===== src/design/oam_loss_pkg.sv =====
// package: register map, field positions and widths for the oam loss block
package oam_loss_pkg;

    // ****************************************
    // register word addresses (byte offsets)
    // ****************************************
    localparam logic [7:0] ADDR_CTRL       = 8'h00; // enables and insert-next
    localparam logic [7:0] ADDR_STATUS     = 8'h04; // rx flags and invalid-peer flag, write one to clear
    localparam logic [7:0] ADDR_TX_FCB     = 8'h08; // stored tx far count
    localparam logic [7:0] ADDR_RX_FCB     = 8'h0C; // stored rx far count
    localparam logic [7:0] ADDR_REQ_TX_CNT = 8'h10; // loss request tx counter
    localparam logic [7:0] ADDR_REP_RX_CNT = 8'h14; // loss reply rx counter
    localparam logic [7:0] ADDR_SYN_TX_CNT = 8'h18; // synthetic initiator tx counter
    localparam logic [7:0] ADDR_SYN_PRIO   = 8'h1C; // synthetic priority
    localparam logic [7:0] ADDR_PEER_BASE  = 8'h20; // peer list rows, 4 bytes each
    localparam logic [7:0] ADDR_TX_LM_BASE = 8'h40; // tx loss counters, one per index
    localparam logic [7:0] ADDR_RX_LM_BASE = 8'h60; // rx loss counters, one per index

    // ****************************************
    // control register fields
    // ****************************************
    localparam int CTRL_HW_PROC_BIT   = 0;
    localparam int CTRL_PDU_CNT_BIT   = 1;
    localparam int CTRL_DATA_CNT_BIT  = 2;
    localparam int CTRL_INS_NEXT_BIT  = 3;
    localparam int CTRL_RSV_UPD_BIT   = 4;
    localparam int CTRL_SYN_EN_BIT    = 5;
    localparam int CTRL_SRV_SYN_BIT   = 6;
    localparam int CTRL_PORT_SYN_BIT  = 7;
    localparam int CTRL_CCM_EN_BIT    = 8;
    localparam int CTRL_WIDTH         = 9;
    localparam logic [CTRL_WIDTH-1:0] CTRL_RESET = 9'h100;

    // ****************************************
    // status register fields
    // ****************************************
    localparam int STAT_CCM_LM_BIT = 0;
    localparam int STAT_SYN_BIT    = 1;
    localparam int STAT_LMX_BIT    = 2;
    localparam int STAT_INVALID_BIT = 3;
    localparam int STAT_WIDTH      = 4;

    // ****************************************
    // peer list row fields
    // ****************************************
    localparam int PEER_ENA_BIT  = 16;
    localparam int MEPID_WIDTH   = 13;

    // ****************************************
    // frame kinds from the pipeline lookup
    // ****************************************
    typedef enum logic [2:0] {
        PDU_DATA,
        PDU_CCM,
        PDU_LMX,
        PDU_SLM,
        PDU_SLR,
        PDU_SL1
    } pdu_kind_t;

endpackage : oam_loss_pkg


===== src/design/oam_loss_endpoint.sv =====
// file: per-endpoint loss measurement counting with a classic wishbone slave
//
// Our own choices: the register offsets and the Wishbone slave port.
`timescale 1ns/100ps

// Behaviour
// - loss pdus always sample counters by class id
// - hw disabled: plain ccm, still set flag
// - ccm-lm pdu counters follow pdu count enable, initiator counter does not
// - data counters include ccm-lm only if enabled
// - ccm with non-zero count field is ccm-lm
// - insert-next flag marks next ccm as ccm-lm
// - tx writes TxFCf, TxFCb, RxFCb fields
// - tx ccm-lm bumps loss request tx counter
// - rx ccm-lm sets flag, stores TxFCf
// - rx ccm-lm samples rx counter as RxFCb
// - optionally write rx sample into reserved
// - rx ccm-lm bumps loss reply rx counter
// - ccm processing stays on for ccm-lm
// - synthetic mode indexes counters by peer index
// - match peer list, else mark frame invalid
// - color gating same as frame loss
// - synthetic pdu on non-synthetic endpoint not counted
// - wrong-type loss pdus still set flag
// - initiator counts slm and 1sl in one counter
// - slr tx per peer tx, slr rx per peer rx
// - 1sl rx per peer rx, tx unused
// - skip server and port counts if synthetic
module oam_loss_endpoint
    import oam_loss_pkg::*;
#(
    parameter int NUM_IDX  = 8,
    parameter int CNT_W    = 32
) (
    input  wire logic              CORE_CLK_I,
    input  wire logic              RESET_N_I,
    // classic wishbone slave
    input  wire logic              WB_CYC_I,
    input  wire logic              WB_STB_I,
    input  wire logic              WB_WE_I,
    input  wire logic [7:0]        WB_ADR_I,
    input  wire logic [3:0]        WB_SEL_I,
    input  wire logic [31:0]       WB_DAT_I,
    output logic      [31:0]       WB_DAT_O,
    output logic                   WB_ACK_O,
    // one lookup per cycle from the switch pipeline
    input  wire logic              LKP_VALID_I,
    input  wire logic              LKP_IS_TX_I,
    input  wire pdu_kind_t         LKP_KIND_I,
    input  wire logic [2:0]        LKP_COSID_I,
    input  wire logic              LKP_GREEN_I,
    input  wire logic [MEPID_WIDTH-1:0] LKP_MEPID_I,
    input  wire logic [CNT_W-1:0]  LKP_TXFCF_I,
    input  wire logic [CNT_W-1:0]  LKP_TXFCB_I,
    input  wire logic [CNT_W-1:0]  LKP_RXFCB_I,
    input  wire logic [CNT_W-1:0]  LKP_RSV_I,
    input  wire logic              TIMER_INS_I,
    // registered result of the lookup
    output logic                   RES_VALID_O,
    output logic                   RES_LOSS_PDU_O,
    output logic                   RES_INVALID_O,
    output logic [CNT_W-1:0]       RES_TXFCF_O,
    output logic [CNT_W-1:0]       RES_TXFCB_O,
    output logic [CNT_W-1:0]       RES_RXFCB_O,
    output logic [CNT_W-1:0]       RES_RSV_O,
    output logic                   RES_SRV_CNT_O,
    output logic                   RES_PORT_CNT_O
);

    localparam int IDX_W = $clog2(NUM_IDX);

    // ****************************************
    // state
    // ****************************************
    logic [CTRL_WIDTH-1:0]  ctrl_r;
    logic [STAT_WIDTH-1:0]  stat_r;
    logic [CNT_W-1:0]       tx_fcb_r;
    logic [CNT_W-1:0]       rx_fcb_r;
    logic [CNT_W-1:0]       req_tx_cnt_r;
    logic [CNT_W-1:0]       rep_rx_cnt_r;
    logic [CNT_W-1:0]       syn_tx_cnt_r;
    logic [2:0]             syn_prio_r;
    logic [PEER_ENA_BIT:0]  peer_r   [NUM_IDX];
    logic [CNT_W-1:0]       tx_lm_r  [NUM_IDX];
    logic [CNT_W-1:0]       rx_lm_r  [NUM_IDX];
    logic                   ack_r;
    logic [31:0]            rdat_r;

    // ****************************************
    // control decode
    // ****************************************
    wire hw_en      = ctrl_r[CTRL_HW_PROC_BIT];
    wire pdu_cnt_en = ctrl_r[CTRL_PDU_CNT_BIT];
    wire data_cnt_en = ctrl_r[CTRL_DATA_CNT_BIT];
    wire ins_next   = ctrl_r[CTRL_INS_NEXT_BIT];
    wire rsv_upd_en = ctrl_r[CTRL_RSV_UPD_BIT];
    wire syn_en     = ctrl_r[CTRL_SYN_EN_BIT];
    wire ccm_en     = ctrl_r[CTRL_CCM_EN_BIT];

    // peer match: lowest matching enabled row wins
    function automatic logic [IDX_W:0] peer_lookup(input logic [MEPID_WIDTH-1:0] id,
                                                   input logic [PEER_ENA_BIT:0] tbl [NUM_IDX]);
        logic [IDX_W:0] res;
        res = '0;
        for (int i = NUM_IDX - 1; i >= 0; i--) begin
            if (tbl[i][PEER_ENA_BIT] && tbl[i][MEPID_WIDTH-1:0] == id) begin
                res = {1'b1, IDX_W'(i)};
            end
        end
        return res;
    endfunction : peer_lookup

    // ****************************************
    // lookup classification
    // ****************************************
    wire               is_ccm    = LKP_VALID_I && LKP_KIND_I == PDU_CCM && ccm_en;
    wire               nz_fields = |{LKP_TXFCF_I, LKP_TXFCB_I, LKP_RXFCB_I};
    wire               ccm_lm    = is_ccm && (nz_fields || ins_next);
    wire               lm_act    = ccm_lm && hw_en && !syn_en;
    wire               is_syn    = LKP_VALID_I && (LKP_KIND_I == PDU_SLM ||
                                   LKP_KIND_I == PDU_SLR || LKP_KIND_I == PDU_SL1);
    wire               is_lmx    = LKP_VALID_I && LKP_KIND_I == PDU_LMX;
    wire [IDX_W:0]     peer_hit  = peer_lookup(LKP_MEPID_I, peer_r);
    wire               peer_ok   = peer_hit[IDX_W];
    wire               prio_ok   = LKP_COSID_I == syn_prio_r;
    wire               syn_ok    = is_syn && syn_en && peer_ok && prio_ok;
    // counter index: peer index in synthetic mode, else class id
    wire [IDX_W-1:0]   cnt_idx   = syn_en ? peer_hit[IDX_W-1:0]
                                          : IDX_W'(LKP_COSID_I);
    wire               is_data   = LKP_VALID_I && LKP_KIND_I == PDU_DATA;
    // frame loss data counting: green, not synthetic
    wire               fl_cnt    = !syn_en && LKP_GREEN_I &&
                                   (is_data || (lm_act && data_cnt_en));
    // synthetic per-peer counting by direction
    wire               syn_tx_pp = syn_ok && LKP_GREEN_I && LKP_IS_TX_I &&
                                   LKP_KIND_I == PDU_SLR;
    wire               syn_rx_pp = syn_ok && LKP_GREEN_I && !LKP_IS_TX_I &&
                                   (LKP_KIND_I == PDU_SLR || LKP_KIND_I == PDU_SL1);
    wire               syn_init  = is_syn && syn_en && LKP_IS_TX_I && prio_ok &&
                                   (LKP_KIND_I == PDU_SLM || LKP_KIND_I == PDU_SL1);
    wire               tx_inc    = (fl_cnt && LKP_IS_TX_I) || syn_tx_pp;
    wire               rx_inc    = (fl_cnt && !LKP_IS_TX_I) || syn_rx_pp;
    wire [CNT_W-1:0]   tx_lm_cur = tx_lm_r[cnt_idx];
    wire [CNT_W-1:0]   rx_lm_cur = rx_lm_r[cnt_idx];

    // ****************************************
    // wishbone decode
    // ****************************************
    wire               wb_req    = WB_CYC_I && WB_STB_I && !ack_r;
    wire               wb_wr     = WB_CYC_I && WB_STB_I && ack_r && WB_WE_I;
    wire               sel_peer  = WB_ADR_I[7:5] == ADDR_PEER_BASE[7:5];
    wire               sel_txlm  = WB_ADR_I[7:5] == ADDR_TX_LM_BASE[7:5];
    wire               sel_rxlm  = WB_ADR_I[7:5] == ADDR_RX_LM_BASE[7:5];
    wire [IDX_W-1:0]   wb_idx    = WB_ADR_I[IDX_W+1:2];
    wire               wr_ctrl   = wb_wr && WB_ADR_I == ADDR_CTRL;
    wire               wr_stat   = wb_wr && WB_ADR_I == ADDR_STATUS;
    wire               wr_prio   = wb_wr && WB_ADR_I == ADDR_SYN_PRIO;
    wire [31:0]        wmask     = {{8{WB_SEL_I[3]}}, {8{WB_SEL_I[2]}},
                                    {8{WB_SEL_I[1]}}, {8{WB_SEL_I[0]}}};
    wire [31:0]        wdat      = WB_DAT_I & wmask;

    // read mux, unmapped words read as zero
    logic [31:0] rd_mux;
    always_comb begin
        unique case (1'b1)
            WB_ADR_I == ADDR_CTRL:       rd_mux = 32'(ctrl_r);
            WB_ADR_I == ADDR_STATUS:     rd_mux = 32'(stat_r);
            WB_ADR_I == ADDR_TX_FCB:     rd_mux = 32'(tx_fcb_r);
            WB_ADR_I == ADDR_RX_FCB:     rd_mux = 32'(rx_fcb_r);
            WB_ADR_I == ADDR_REQ_TX_CNT: rd_mux = 32'(req_tx_cnt_r);
            WB_ADR_I == ADDR_REP_RX_CNT: rd_mux = 32'(rep_rx_cnt_r);
            WB_ADR_I == ADDR_SYN_TX_CNT: rd_mux = 32'(syn_tx_cnt_r);
            WB_ADR_I == ADDR_SYN_PRIO:   rd_mux = 32'(syn_prio_r);
            sel_peer:                    rd_mux = 32'(peer_r[wb_idx]);
            sel_txlm:                    rd_mux = 32'(tx_lm_r[wb_idx]);
            sel_rxlm:                    rd_mux = 32'(rx_lm_r[wb_idx]);
            default:                     rd_mux = 32'h0000_0000;
        endcase
    end

    // ****************************************
    // bus handshake: ack one cycle after request; writes land with ack
    // ****************************************
    always_ff @(posedge CORE_CLK_I or negedge RESET_N_I) begin
        if (!RESET_N_I) begin
            ack_r  <= 1'b0;
            rdat_r <= 32'h0000_0000;
        end else begin
            ack_r  <= wb_req;
            rdat_r <= wb_req ? rd_mux : rdat_r;
        end
    end

    // ****************************************
    // control and priority registers; insert-next self-clears on use
    // ****************************************
    logic [CTRL_WIDTH-1:0] ctrl_nxt;
    always_comb begin
        ctrl_nxt = ctrl_r;
        if (wr_ctrl) begin
            ctrl_nxt = (ctrl_r & ~CTRL_WIDTH'(wmask)) | CTRL_WIDTH'(wdat);
        end
        if (ccm_lm && hw_en && ins_next && !nz_fields) begin
            ctrl_nxt[CTRL_INS_NEXT_BIT] = 1'b0;
        end
        if (TIMER_INS_I) begin
            ctrl_nxt[CTRL_INS_NEXT_BIT] = 1'b1;
        end
    end

    always_ff @(posedge CORE_CLK_I or negedge RESET_N_I) begin
        if (!RESET_N_I) begin
            ctrl_r     <= CTRL_RESET;
            syn_prio_r <= 3'h0;
        end else begin
            ctrl_r     <= ctrl_nxt;
            syn_prio_r <= wr_prio && WB_SEL_I[0] ? WB_DAT_I[2:0] : syn_prio_r;
        end
    end

    // ****************************************
    // sticky rx flags and invalid-peer flag (either direction): set wins over write-one-to-clear
    // ****************************************
    logic [STAT_WIDTH-1:0] stat_set;
    always_comb begin
        stat_set = '0;
        stat_set[STAT_CCM_LM_BIT]  = ccm_lm && !LKP_IS_TX_I;
        stat_set[STAT_SYN_BIT]     = is_syn && !LKP_IS_TX_I;
        stat_set[STAT_LMX_BIT]     = is_lmx && !LKP_IS_TX_I;
        stat_set[STAT_INVALID_BIT] = is_syn && syn_en && !peer_ok;
    end

    always_ff @(posedge CORE_CLK_I or negedge RESET_N_I) begin
        if (!RESET_N_I) begin
            stat_r <= '0;
        end else begin
            stat_r <= (stat_r & ~(wr_stat ? STAT_WIDTH'(wdat) : '0)) | stat_set;
        end
    end

    // ****************************************
    // ccm-lm stored far counts and pdu counters
    // ****************************************
    always_ff @(posedge CORE_CLK_I or negedge RESET_N_I) begin
        if (!RESET_N_I) begin
            tx_fcb_r     <= '0;
            rx_fcb_r     <= '0;
            req_tx_cnt_r <= '0;
            rep_rx_cnt_r <= '0;
            syn_tx_cnt_r <= '0;
        end else begin
            if (lm_act && !LKP_IS_TX_I) begin
                tx_fcb_r <= LKP_TXFCF_I;
                rx_fcb_r <= rx_lm_cur;
            end
            if (lm_act && LKP_IS_TX_I && pdu_cnt_en) begin
                req_tx_cnt_r <= req_tx_cnt_r + 1'b1;
            end
            if (lm_act && !LKP_IS_TX_I && pdu_cnt_en) begin
                rep_rx_cnt_r <= rep_rx_cnt_r + 1'b1;
            end
            if (syn_init) begin
                syn_tx_cnt_r <= syn_tx_cnt_r + 1'b1;
            end
        end
    end

    // ****************************************
    // loss counters and peer list, one row per index
    // ****************************************
    for (genvar g = 0; g < NUM_IDX; g++) begin : g_row
        wire hit = cnt_idx == IDX_W'(g);
        always_ff @(posedge CORE_CLK_I or negedge RESET_N_I) begin
            if (!RESET_N_I) begin
                tx_lm_r[g] <= '0;
                rx_lm_r[g] <= '0;
                peer_r[g]  <= '0;
            end else begin
                if (hit && tx_inc) begin
                    tx_lm_r[g] <= tx_lm_r[g] + 1'b1;
                end else if (wb_wr && sel_txlm && wb_idx == IDX_W'(g)) begin
                    tx_lm_r[g] <= CNT_W'(wdat);
                end
                if (hit && rx_inc) begin
                    rx_lm_r[g] <= rx_lm_r[g] + 1'b1;
                end else if (wb_wr && sel_rxlm && wb_idx == IDX_W'(g)) begin
                    rx_lm_r[g] <= CNT_W'(wdat);
                end
                if (wb_wr && sel_peer && wb_idx == IDX_W'(g)) begin
                    peer_r[g] <= wdat[PEER_ENA_BIT:0];
                end
            end
        end
    end

    // ****************************************
    // registered lookup result with pdu field updates
    // ****************************************
    always_ff @(posedge CORE_CLK_I or negedge RESET_N_I) begin
        if (!RESET_N_I) begin
            RES_VALID_O    <= 1'b0;
            RES_LOSS_PDU_O <= 1'b0;
            RES_INVALID_O  <= 1'b0;
            RES_TXFCF_O    <= '0;
            RES_TXFCB_O    <= '0;
            RES_RXFCB_O    <= '0;
            RES_RSV_O      <= '0;
            RES_SRV_CNT_O  <= 1'b0;
            RES_PORT_CNT_O <= 1'b0;
        end else begin
            RES_VALID_O    <= LKP_VALID_I;
            RES_LOSS_PDU_O <= lm_act;
            RES_INVALID_O  <= is_syn && syn_en && !peer_ok;
            RES_TXFCF_O    <= lm_act && LKP_IS_TX_I ? tx_lm_cur : LKP_TXFCF_I;
            RES_TXFCB_O    <= lm_act && LKP_IS_TX_I ? tx_fcb_r : LKP_TXFCB_I;
            RES_RXFCB_O    <= lm_act && LKP_IS_TX_I ? rx_fcb_r : LKP_RXFCB_I;
            RES_RSV_O      <= lm_act && !LKP_IS_TX_I && rsv_upd_en
                              ? rx_lm_cur : LKP_RSV_I;
            // no hierarchy count into synthetic endpoints
            RES_SRV_CNT_O  <= LKP_VALID_I && LKP_GREEN_I &&
                              !ctrl_r[CTRL_SRV_SYN_BIT];
            RES_PORT_CNT_O <= LKP_VALID_I && LKP_GREEN_I &&
                              !ctrl_r[CTRL_PORT_SYN_BIT];
        end
    end

    assign WB_ACK_O = ack_r;
    assign WB_DAT_O = rdat_r;

endmodule : oam_loss_endpoint


===== config.mk =====
export PLATFORM = sky130hd
export DESIGN_NAME = oam_loss_endpoint
export DESIGN_NICKNAME = d
export VERILOG_FILES = /design/src/design/oam_loss_pkg.sv /design/src/design/oam_loss_endpoint.sv
export SDC_FILE = /design/constraint.sdc
export NUM_CORES = 2
export LEC_CHECK = 0
export ABC_CLOCK_PERIOD_IN_PS = 3000
export BUFFER_PORTS_ARGS = -buffer_cell sky130_fd_sc_hd__buf_2
export CAP_MARGIN = 20
export CORE_MARGIN = 8
export CORE_UTILIZATION = 50
export CTS_CLUSTER_SIZE = 20
export DETAILED_ROUTE_END_ITERATION = 10
export HOLD_SLACK_MARGIN = 0.12
export PLACE_DENSITY_LB_ADDON = 0.08
export SLEW_MARGIN = 15
export SYNTH_ARGS = -nofsm -noshare
export SYNTH_HDL_FRONTEND = slang
export SYNTH_SLANG_ARGS = --single-unit

===== constraint.sdc =====
create_clock -name CORE_CLK_I -period 3 [get_ports CORE_CLK_I]
set_input_delay 0.3 -clock CORE_CLK_I [delete_from_list [all_inputs] [get_ports CORE_CLK_I]]
set_output_delay 0.3 -clock CORE_CLK_I [all_outputs]
set_load 0.01 [all_outputs]

After elaboration in Yosys (flattened, before gate mapping). Index checks and enable logic that the tools add are counted.

Bits in registers: 990. Latch bits: 0. RAM bits: 0. ROM bits: 0. Word-level logic and storage cells: 311. Memories kept: 0.

$add $sub $neg: 19. Multipliers: 0. Div/mod/pow operators: 0. $lt $le $gt $ge: 2. Equal/unequal tests: 38. Shift operators: 0. Mux-type cells: 65. Bitwise gates (word level): 9. Reduce and logical (&&, ||, !) cells: 134.

Operators with widths (number): $mux 32 (44); $add 32x1->32 const B (19); $bmux 32 s3 (4); $pmux 32 s11 (1); $eq 13x13->1 (8); $logic_and 1x1->1 (97); $reduce_or 96->1 (1); $bmux 17 s3 (1); $mux 4 (10); $mux 17 (2); $and 32x32->32 (1); $eq 8x5->1 const B (4); $reduce_bool 2->1 (16); $eq 3x3->1 const B (10); $eq 3x2->1 const B (8); $eq 8x4->1 const B (2); $eq 3x1->1 const B (4); $and 9x9->9 (1); $logic_not 3->1 (3); $not 9->9 (1); $or 9x9->9 (1); $eq 8x3->1 const B (1); $ge 4x4->1 const B (2); $logic_not 8->1 (1); 10 further kinds (25).

Logic depth before layout (Yosys ltp).
Depth in word-level cells: 18. Depth in mapped cells: 14. Gate-level depth less buffers: 9.

Worst setup path before layout. No wires, ideal clock.

Path kind: input to register. Start point: input port LKP_MEPID_I[4]. End point: register rx_fcb_r[30]. Setup time: 136 ps. Arrival: 3212 ps. Data required time: 2864 ps. Path slack: -348 ps. Stages on the path: 13. Path buffers: 4. Cell sequence: buf_2 > xnor2_1 > nand4_1 > or4_1 > nand2b_4 > a2111o_1 > buf_2 > nand2_2 > buf_4 > buf_4 > mux4_2 > mux2i_1 > o21ai_0.

Word-level cells in the longest chain between the ends: 15. Elaborated cells between the ends (all ways): 29. Classes of those cells: eq/ne (8); mux (12); bitwise (1); reduce/logical (8).

Ends and longest elaborated chain: from (decl) (line oam_loss_endpoint.sv:52) `input wire logic [MEPID_WIDTH-1:0] LKP_MEPID_I,`; $eq 13x13->1 (line oam_loss_endpoint.sv:106) `if (tbl[i][PEER_ENA_BIT] && tbl[i][MEPID_WIDTH-1:0] == id) begin`; $logic_and 1x1->1 (line oam_loss_endpoint.sv:106); $mux 4 (7 in a row) (line oam_loss_endpoint.sv:106); $mux 4 (*) (line oam_loss_endpoint.sv:106); $mux 3 (*) (line oam_loss_endpoint.sv:128) `wire [IDX_W-1:0] cnt_idx = syn_en ? peer_hit[IDX_W-1:0]`; $not 3->4 (implied by the code) (*) (line oam_loss_endpoint.sv:144) `wire [CNT_W-1:0] rx_lm_cur = rx_lm_r[cnt_idx];`; $bmux 32 s3 (*) (line oam_loss_endpoint.sv:144); $mux 32 (implied by the code) (*) (2 in a row) (line oam_loss_endpoint.sv:144); to (signal assigned) (line oam_loss_endpoint.sv:254) `rx_fcb_r <= rx_lm_cur;`; to (decl) (line oam_loss_endpoint.sv:78) `logic [CNT_W-1:0] rx_fcb_r;`.

Mark *: on every way between the ends. The rest lies on a longest branch, timed or not. The select of a mux whose other input is x is not followed. A chain may end at the register's enable or synchronous reset.

Worst setup path in the final report.
Start point: register peer_r[8] in the netlist's numbering. End point: register RES_TXFCF_O[2].

Word-level cells in the longest chain between the ends: 16.

Ends and longest elaborated chain: from (decl) (line oam_loss_endpoint.sv:83) `logic [PEER_ENA_BIT:0] peer_r [NUM_IDX];`; from (signal, indexed assignment) (line oam_loss_endpoint.sv:290) `peer_r[g] <= wdat[PEER_ENA_BIT:0];`; $eq 13x13->1 (line oam_loss_endpoint.sv:106); $logic_and 1x1->1 (line oam_loss_endpoint.sv:106); $mux 4 (8 in a row) (line oam_loss_endpoint.sv:106); $mux 3 (line oam_loss_endpoint.sv:128); $not 3->4 (implied by the code) (line oam_loss_endpoint.sv:143) `wire [CNT_W-1:0] tx_lm_cur = tx_lm_r[cnt_idx];`; $bmux 32 s3 (line oam_loss_endpoint.sv:143); $mux 32 (implied by the code) (2 in a row) (line oam_loss_endpoint.sv:143); $mux 32 (line oam_loss_endpoint.sv:314) `RES_TXFCF_O <= lm_act && LKP_IS_TX_I ? tx_lm_cur : LKP_TXFCF_I;`; to (signal assigned) (line oam_loss_endpoint.sv:314); to (decl) (line oam_loss_endpoint.sv:62) `output logic [CNT_W-1:0] RES_TXFCF_O,`.

Every way passes these cells. The select of a mux whose other input is x is not followed.

==> metrics.md <==
| Metric | Value |
|---|---|
| Finished Cell Area | `0.0830 sq mm` |
| CP peak stage delay | `570 ps` |
| Vias | `64800` |
| DRT antenna net count | `0` |
| Max Slew Vio Count | `0` |
| Slew @ Worst Pin | `1230 ps` |
| CTS tree | `done` |
| Largest net degree at the start of global routing | `71` |
| Crit path buffers/inverters | `3` |
| Max VDD drop | `0.000569 V` |
| GP Congestion | `1.02` |
| Wirelength per Cell | `33.2 microns` |
| Initial core utilization | `50.2%` |
| GRT Util Overall | `43.7%` |
| Clk Latency, worst-skew pair | `750 ps` |
| Final WL | `308000 microns` |
| Via/cell ratio | `7.00` |
| Total CTS buffers | `111` |
| CTS clk-pin slew, worst paths | `70 ps` |
| Sequential fraction of the synthesis area | `41.9%` |
| Synthesized area per cell | `9.65 sq um` |
| Most used flip-flop cell after synthesis | `dfrtp_1` |
| Share of the synthesized area in the top cell type | `41.8%` |
| # IOs | `366` |
| Placed instance area | `0.0711 sq mm` |
| DRC viols | `0` |
| Full die area | `0.130 sq mm` |
| Synth area leader | `dfrtp_1` |
| Synth Area in Compound Gates | `20.6%` |
| CP startpoint kind | `flip-flop` |
| CTS sink cnt | `990` |
| Worst path cell trace | `xnor2_2 -> nand4_1 -> or4_4 -> nand2b_4 -> a2111o_2 -> buf_12 -> nand2_8 -> buf_16 -> buf_12 -> mux4_2 -> a32oi_4 -> o21ai_1` |
| #FFs+latches synth | `990` |
| Cell area power density | `415 mW/mm^2` |
| Most used cell, CP | `buf_12` |
| Share of cells above drive strength 1 | `34.9%` |
| Hold Violations, Final | `0` |
| Area delta synth->final | `40.3%` |
| GRT overflow | `0` |
| Syn_nets | `6345` |
| Asr flop ratio synth | `100%` |
| Clock Skew | `29.7 ps` |
| Highest-delay cell along the critical path | `or4_4` |
| Vias in the first global route | `61200` |
| Row cnt | `126` |
| Number of flops mapped to enable cells by yosys | `0` |
| Min cycle time layout | `3730 ps` |
| Failing checks | `setup timing` |
| Hold Crit Class | `input port to asynchronous set/reset pin` |
| Commonest non-fill, non-tap cell in the layout | `dfrtp_1` |
| Adder-cell share of the synthesized area | `0.402%` |
| Max Cap Viol | `0` |
| Hold_ws | `153 ps` |
| I/O Buffers | `365` |
| Status | `complete, but fails checks` |
| Core Box Area | `0.118 sq mm` |
| CP top delay family | `simple AND/OR/NAND/NOR gates` |
| FMAX | `268 MHz` |
| Initial antenna violation count | `10` |
| Reg2reg setup slack | `-730 ps` |
| Die H | `360 microns` |
| Leak Pwr | `0.0370 uW` |
| Unique masters post-synth | `88` |
| Mapped Cells | `6126` |
| Largest cells by area after synthesis | `dfrtp_1, mux4_2, nand2_1` |
| Relative slew slack | `17.5%` |
| DR iter-0 viols | `9774` |
| Post-Syn Area | `0.0591 sq mm` |
| Inst Count DP | `8632` |
| DRT Pass-1 Iters | `9` |
| Fin cells | `9261` |
| Unrepaired setup endpoints after global routing | `true` |
| Critical path class | `flip-flop to flip-flop` |
| H-tree depth | `3` |
| Fin worst setup slack | `-731 ps` |
| Final period util | `124%` |
| Layout Nets | `7845` |
| Pre-CTS WS | `-1090 ps` |
| WP data required | `3620 ps` |
| Bufs on Longest Clock Path | `3` |
| Commonest cells after routing, fill and taps aside | `dfrtp_1, nand2_1, buf_4, buf_2, o21ai_0` |
| Hpwl dp | `221000 microns` |
| # setup viols final | `611` |
| Synth warnings | `0` |
| CTS root buf | `clkbuf_16` |
| Xor/xnor share of the synthesized area | `2.96%` |
| Largest family of logic cells by synthesized area | `compound AO/OA/AOI/OAI gates` |
| Die X | `360 microns` |
| Simple-gate portion of the synthesized area | `18.8%` |
| Worst-path fanout max | `8` |
| Fillers | `8710` |
| CP Capture Type | `flip-flop` |
| Mux cell area share after synthesis | `11.4%` |
| WP data arrival | `4350 ps` |
| First-pass GRT wire length | `422000 microns` |
-- per-layer routing --
layer,part of all wire [%],up-vias,GRT usage [%]
met5,0.026,-,0
met2,44,5043,68.1
met4,8.9,10,26.6
met1,34,31800,52.9
met3,13,1490,14.0
li1,-,26500,-
-- area by class of cell --
| type | count | area, sq um | area share, % |
|---|---|---|---|
| Antenna cell | 4 | 10.0 | 0.0121 |
| Clock buffer | 156 | 3220 | 3.88 |
| Clock inverter | 52 | 778 | 0.938 |
| Inverter | 116 | 435 | 0.525 |
| Multi-Input combinational cell | 4568 | 35100 | 42.3 |
| Sequential cell | 990 | 24800 | 29.9 |
| Tap cell | 1536 | 1920 | 2.32 |
| Timing Repair Buffer | 1839 | 16700 | 20.1 |
-- report_power, final --
group | switching (uW) | internal (uW)
sequential | 555 | 13800
clock | 6340 | 8890
combinational | 2830 | 2050
total | 9730 | 24700
-- registers in the layout, indices dropped and copies added (netlist names), named ones only --
name and cells:
rep_rx_cnt_r 32, syn_tx_cnt_r 32, RES_LOSS_PDU_O 1, WB_DAT_O 32, RES_RXFCB_O 32, tx_lm_r 256, rx_fcb_r 32, RES_TXFCF_O 32
ctrl_r 1, peer_r 136, tx_fcb_r 32, RES_SRV_CNT_O 1, RES_INVALID_O 1, req_tx_cnt_r 32, RES_VALID_O 1, WB_ACK_O 1
stat_r 4, syn_prio_r 3, RES_TXFCB_O 32, RES_RSV_O 32, rx_lm_r 256, RES_PORT_CNT_O 1
-- synth_stat cells (19+ instances only) --
| master | instances |
|---|---|
| clkbuf_1 | 278 |
| a221oi_1 | 207 |
| inv_1 | 115 |
| nor2_1 | 273 |
| o22ai_1 | 21 |
| o221a_2 | 60 |
| a211o_1 | 23 |
| o21ai_0 | 389 |
| a222oi_1 | 63 |
| nor3_1 | 83 |
| o221ai_1 | 19 |
| ha_1 | 19 |
| a311oi_1 | 84 |
| a211oi_1 | 183 |
| a32o_1 | 34 |
| nand4_1 | 123 |
| mux4_2 | 247 |
| o211ai_1 | 48 |
| a22oi_1 | 65 |
| a32oi_1 | 42 |
| a31oi_1 | 19 |
| nand3_1 | 277 |
| dfrtp_1 | 989 |
| a21oi_1 | 241 |
| xor2_1 | 27 |
| a22o_1 | 33 |
| mux2_2 | 25 |
| nand2_1 | 1002 |
| buf_1 | 43 |
| o21ai_1 | 22 |
| mux2i_1 | 89 |
| and2_1 | 137 |
| nor4_1 | 60 |
| and3_1 | 207 |
| buf_2 | 116 |
| and4_1 | 32 |
| xnor2_1 | 173 |
-- worst paths after layout --
kind,from,to,depth (start not counted)
hold reg to reg,peer_r[133],peer_r[133],2
max in group asynchronous,RESET_N_I,rx_lm_r[228],3
min in group CORE_CLK_I,WB_DAT_I[11],peer_r[45],4
hold / removal,RESET_N_I,peer_r[88],2
setup reg to reg,peer_r[8],RES_TXFCF_O[2],12
setup / recovery,peer_r[8],RES_TXFCF_O[2],12
-- metrics by stage --
stage / TNS, ps / utilization [%] / total power (uW)
finish: -321130 / 70.5 / 34500
global route: -363360 / 70.5 / 35100
CTS: -275660 / 66.6 / 33900
detailed placement: -442340 / 60.4 / 18700
global placement: -608560 / 60.3 / 18600
floorplan: -6830 / - / 16200
-- cells by family after synthesis --
logic type	after synthesis
simple gates	2308
compound gates	1678
flops	990
buf+inv	570
mux	361
xor+xnor	200
fa+ha+maj	19
-- timing repair --
action | 4_1_cts | 5_1_grt
pin swaps | 51 | 181
gates resized for setup | 237 | 505
gates cloned | 13 | 44
endpoints found under the setup margin | 612 | 619
hold buffers | 154 | 0
buffers inserted | 56 | 160
hold endpoints to repair | 350 | 0
(Power assumes the default switching activity.)
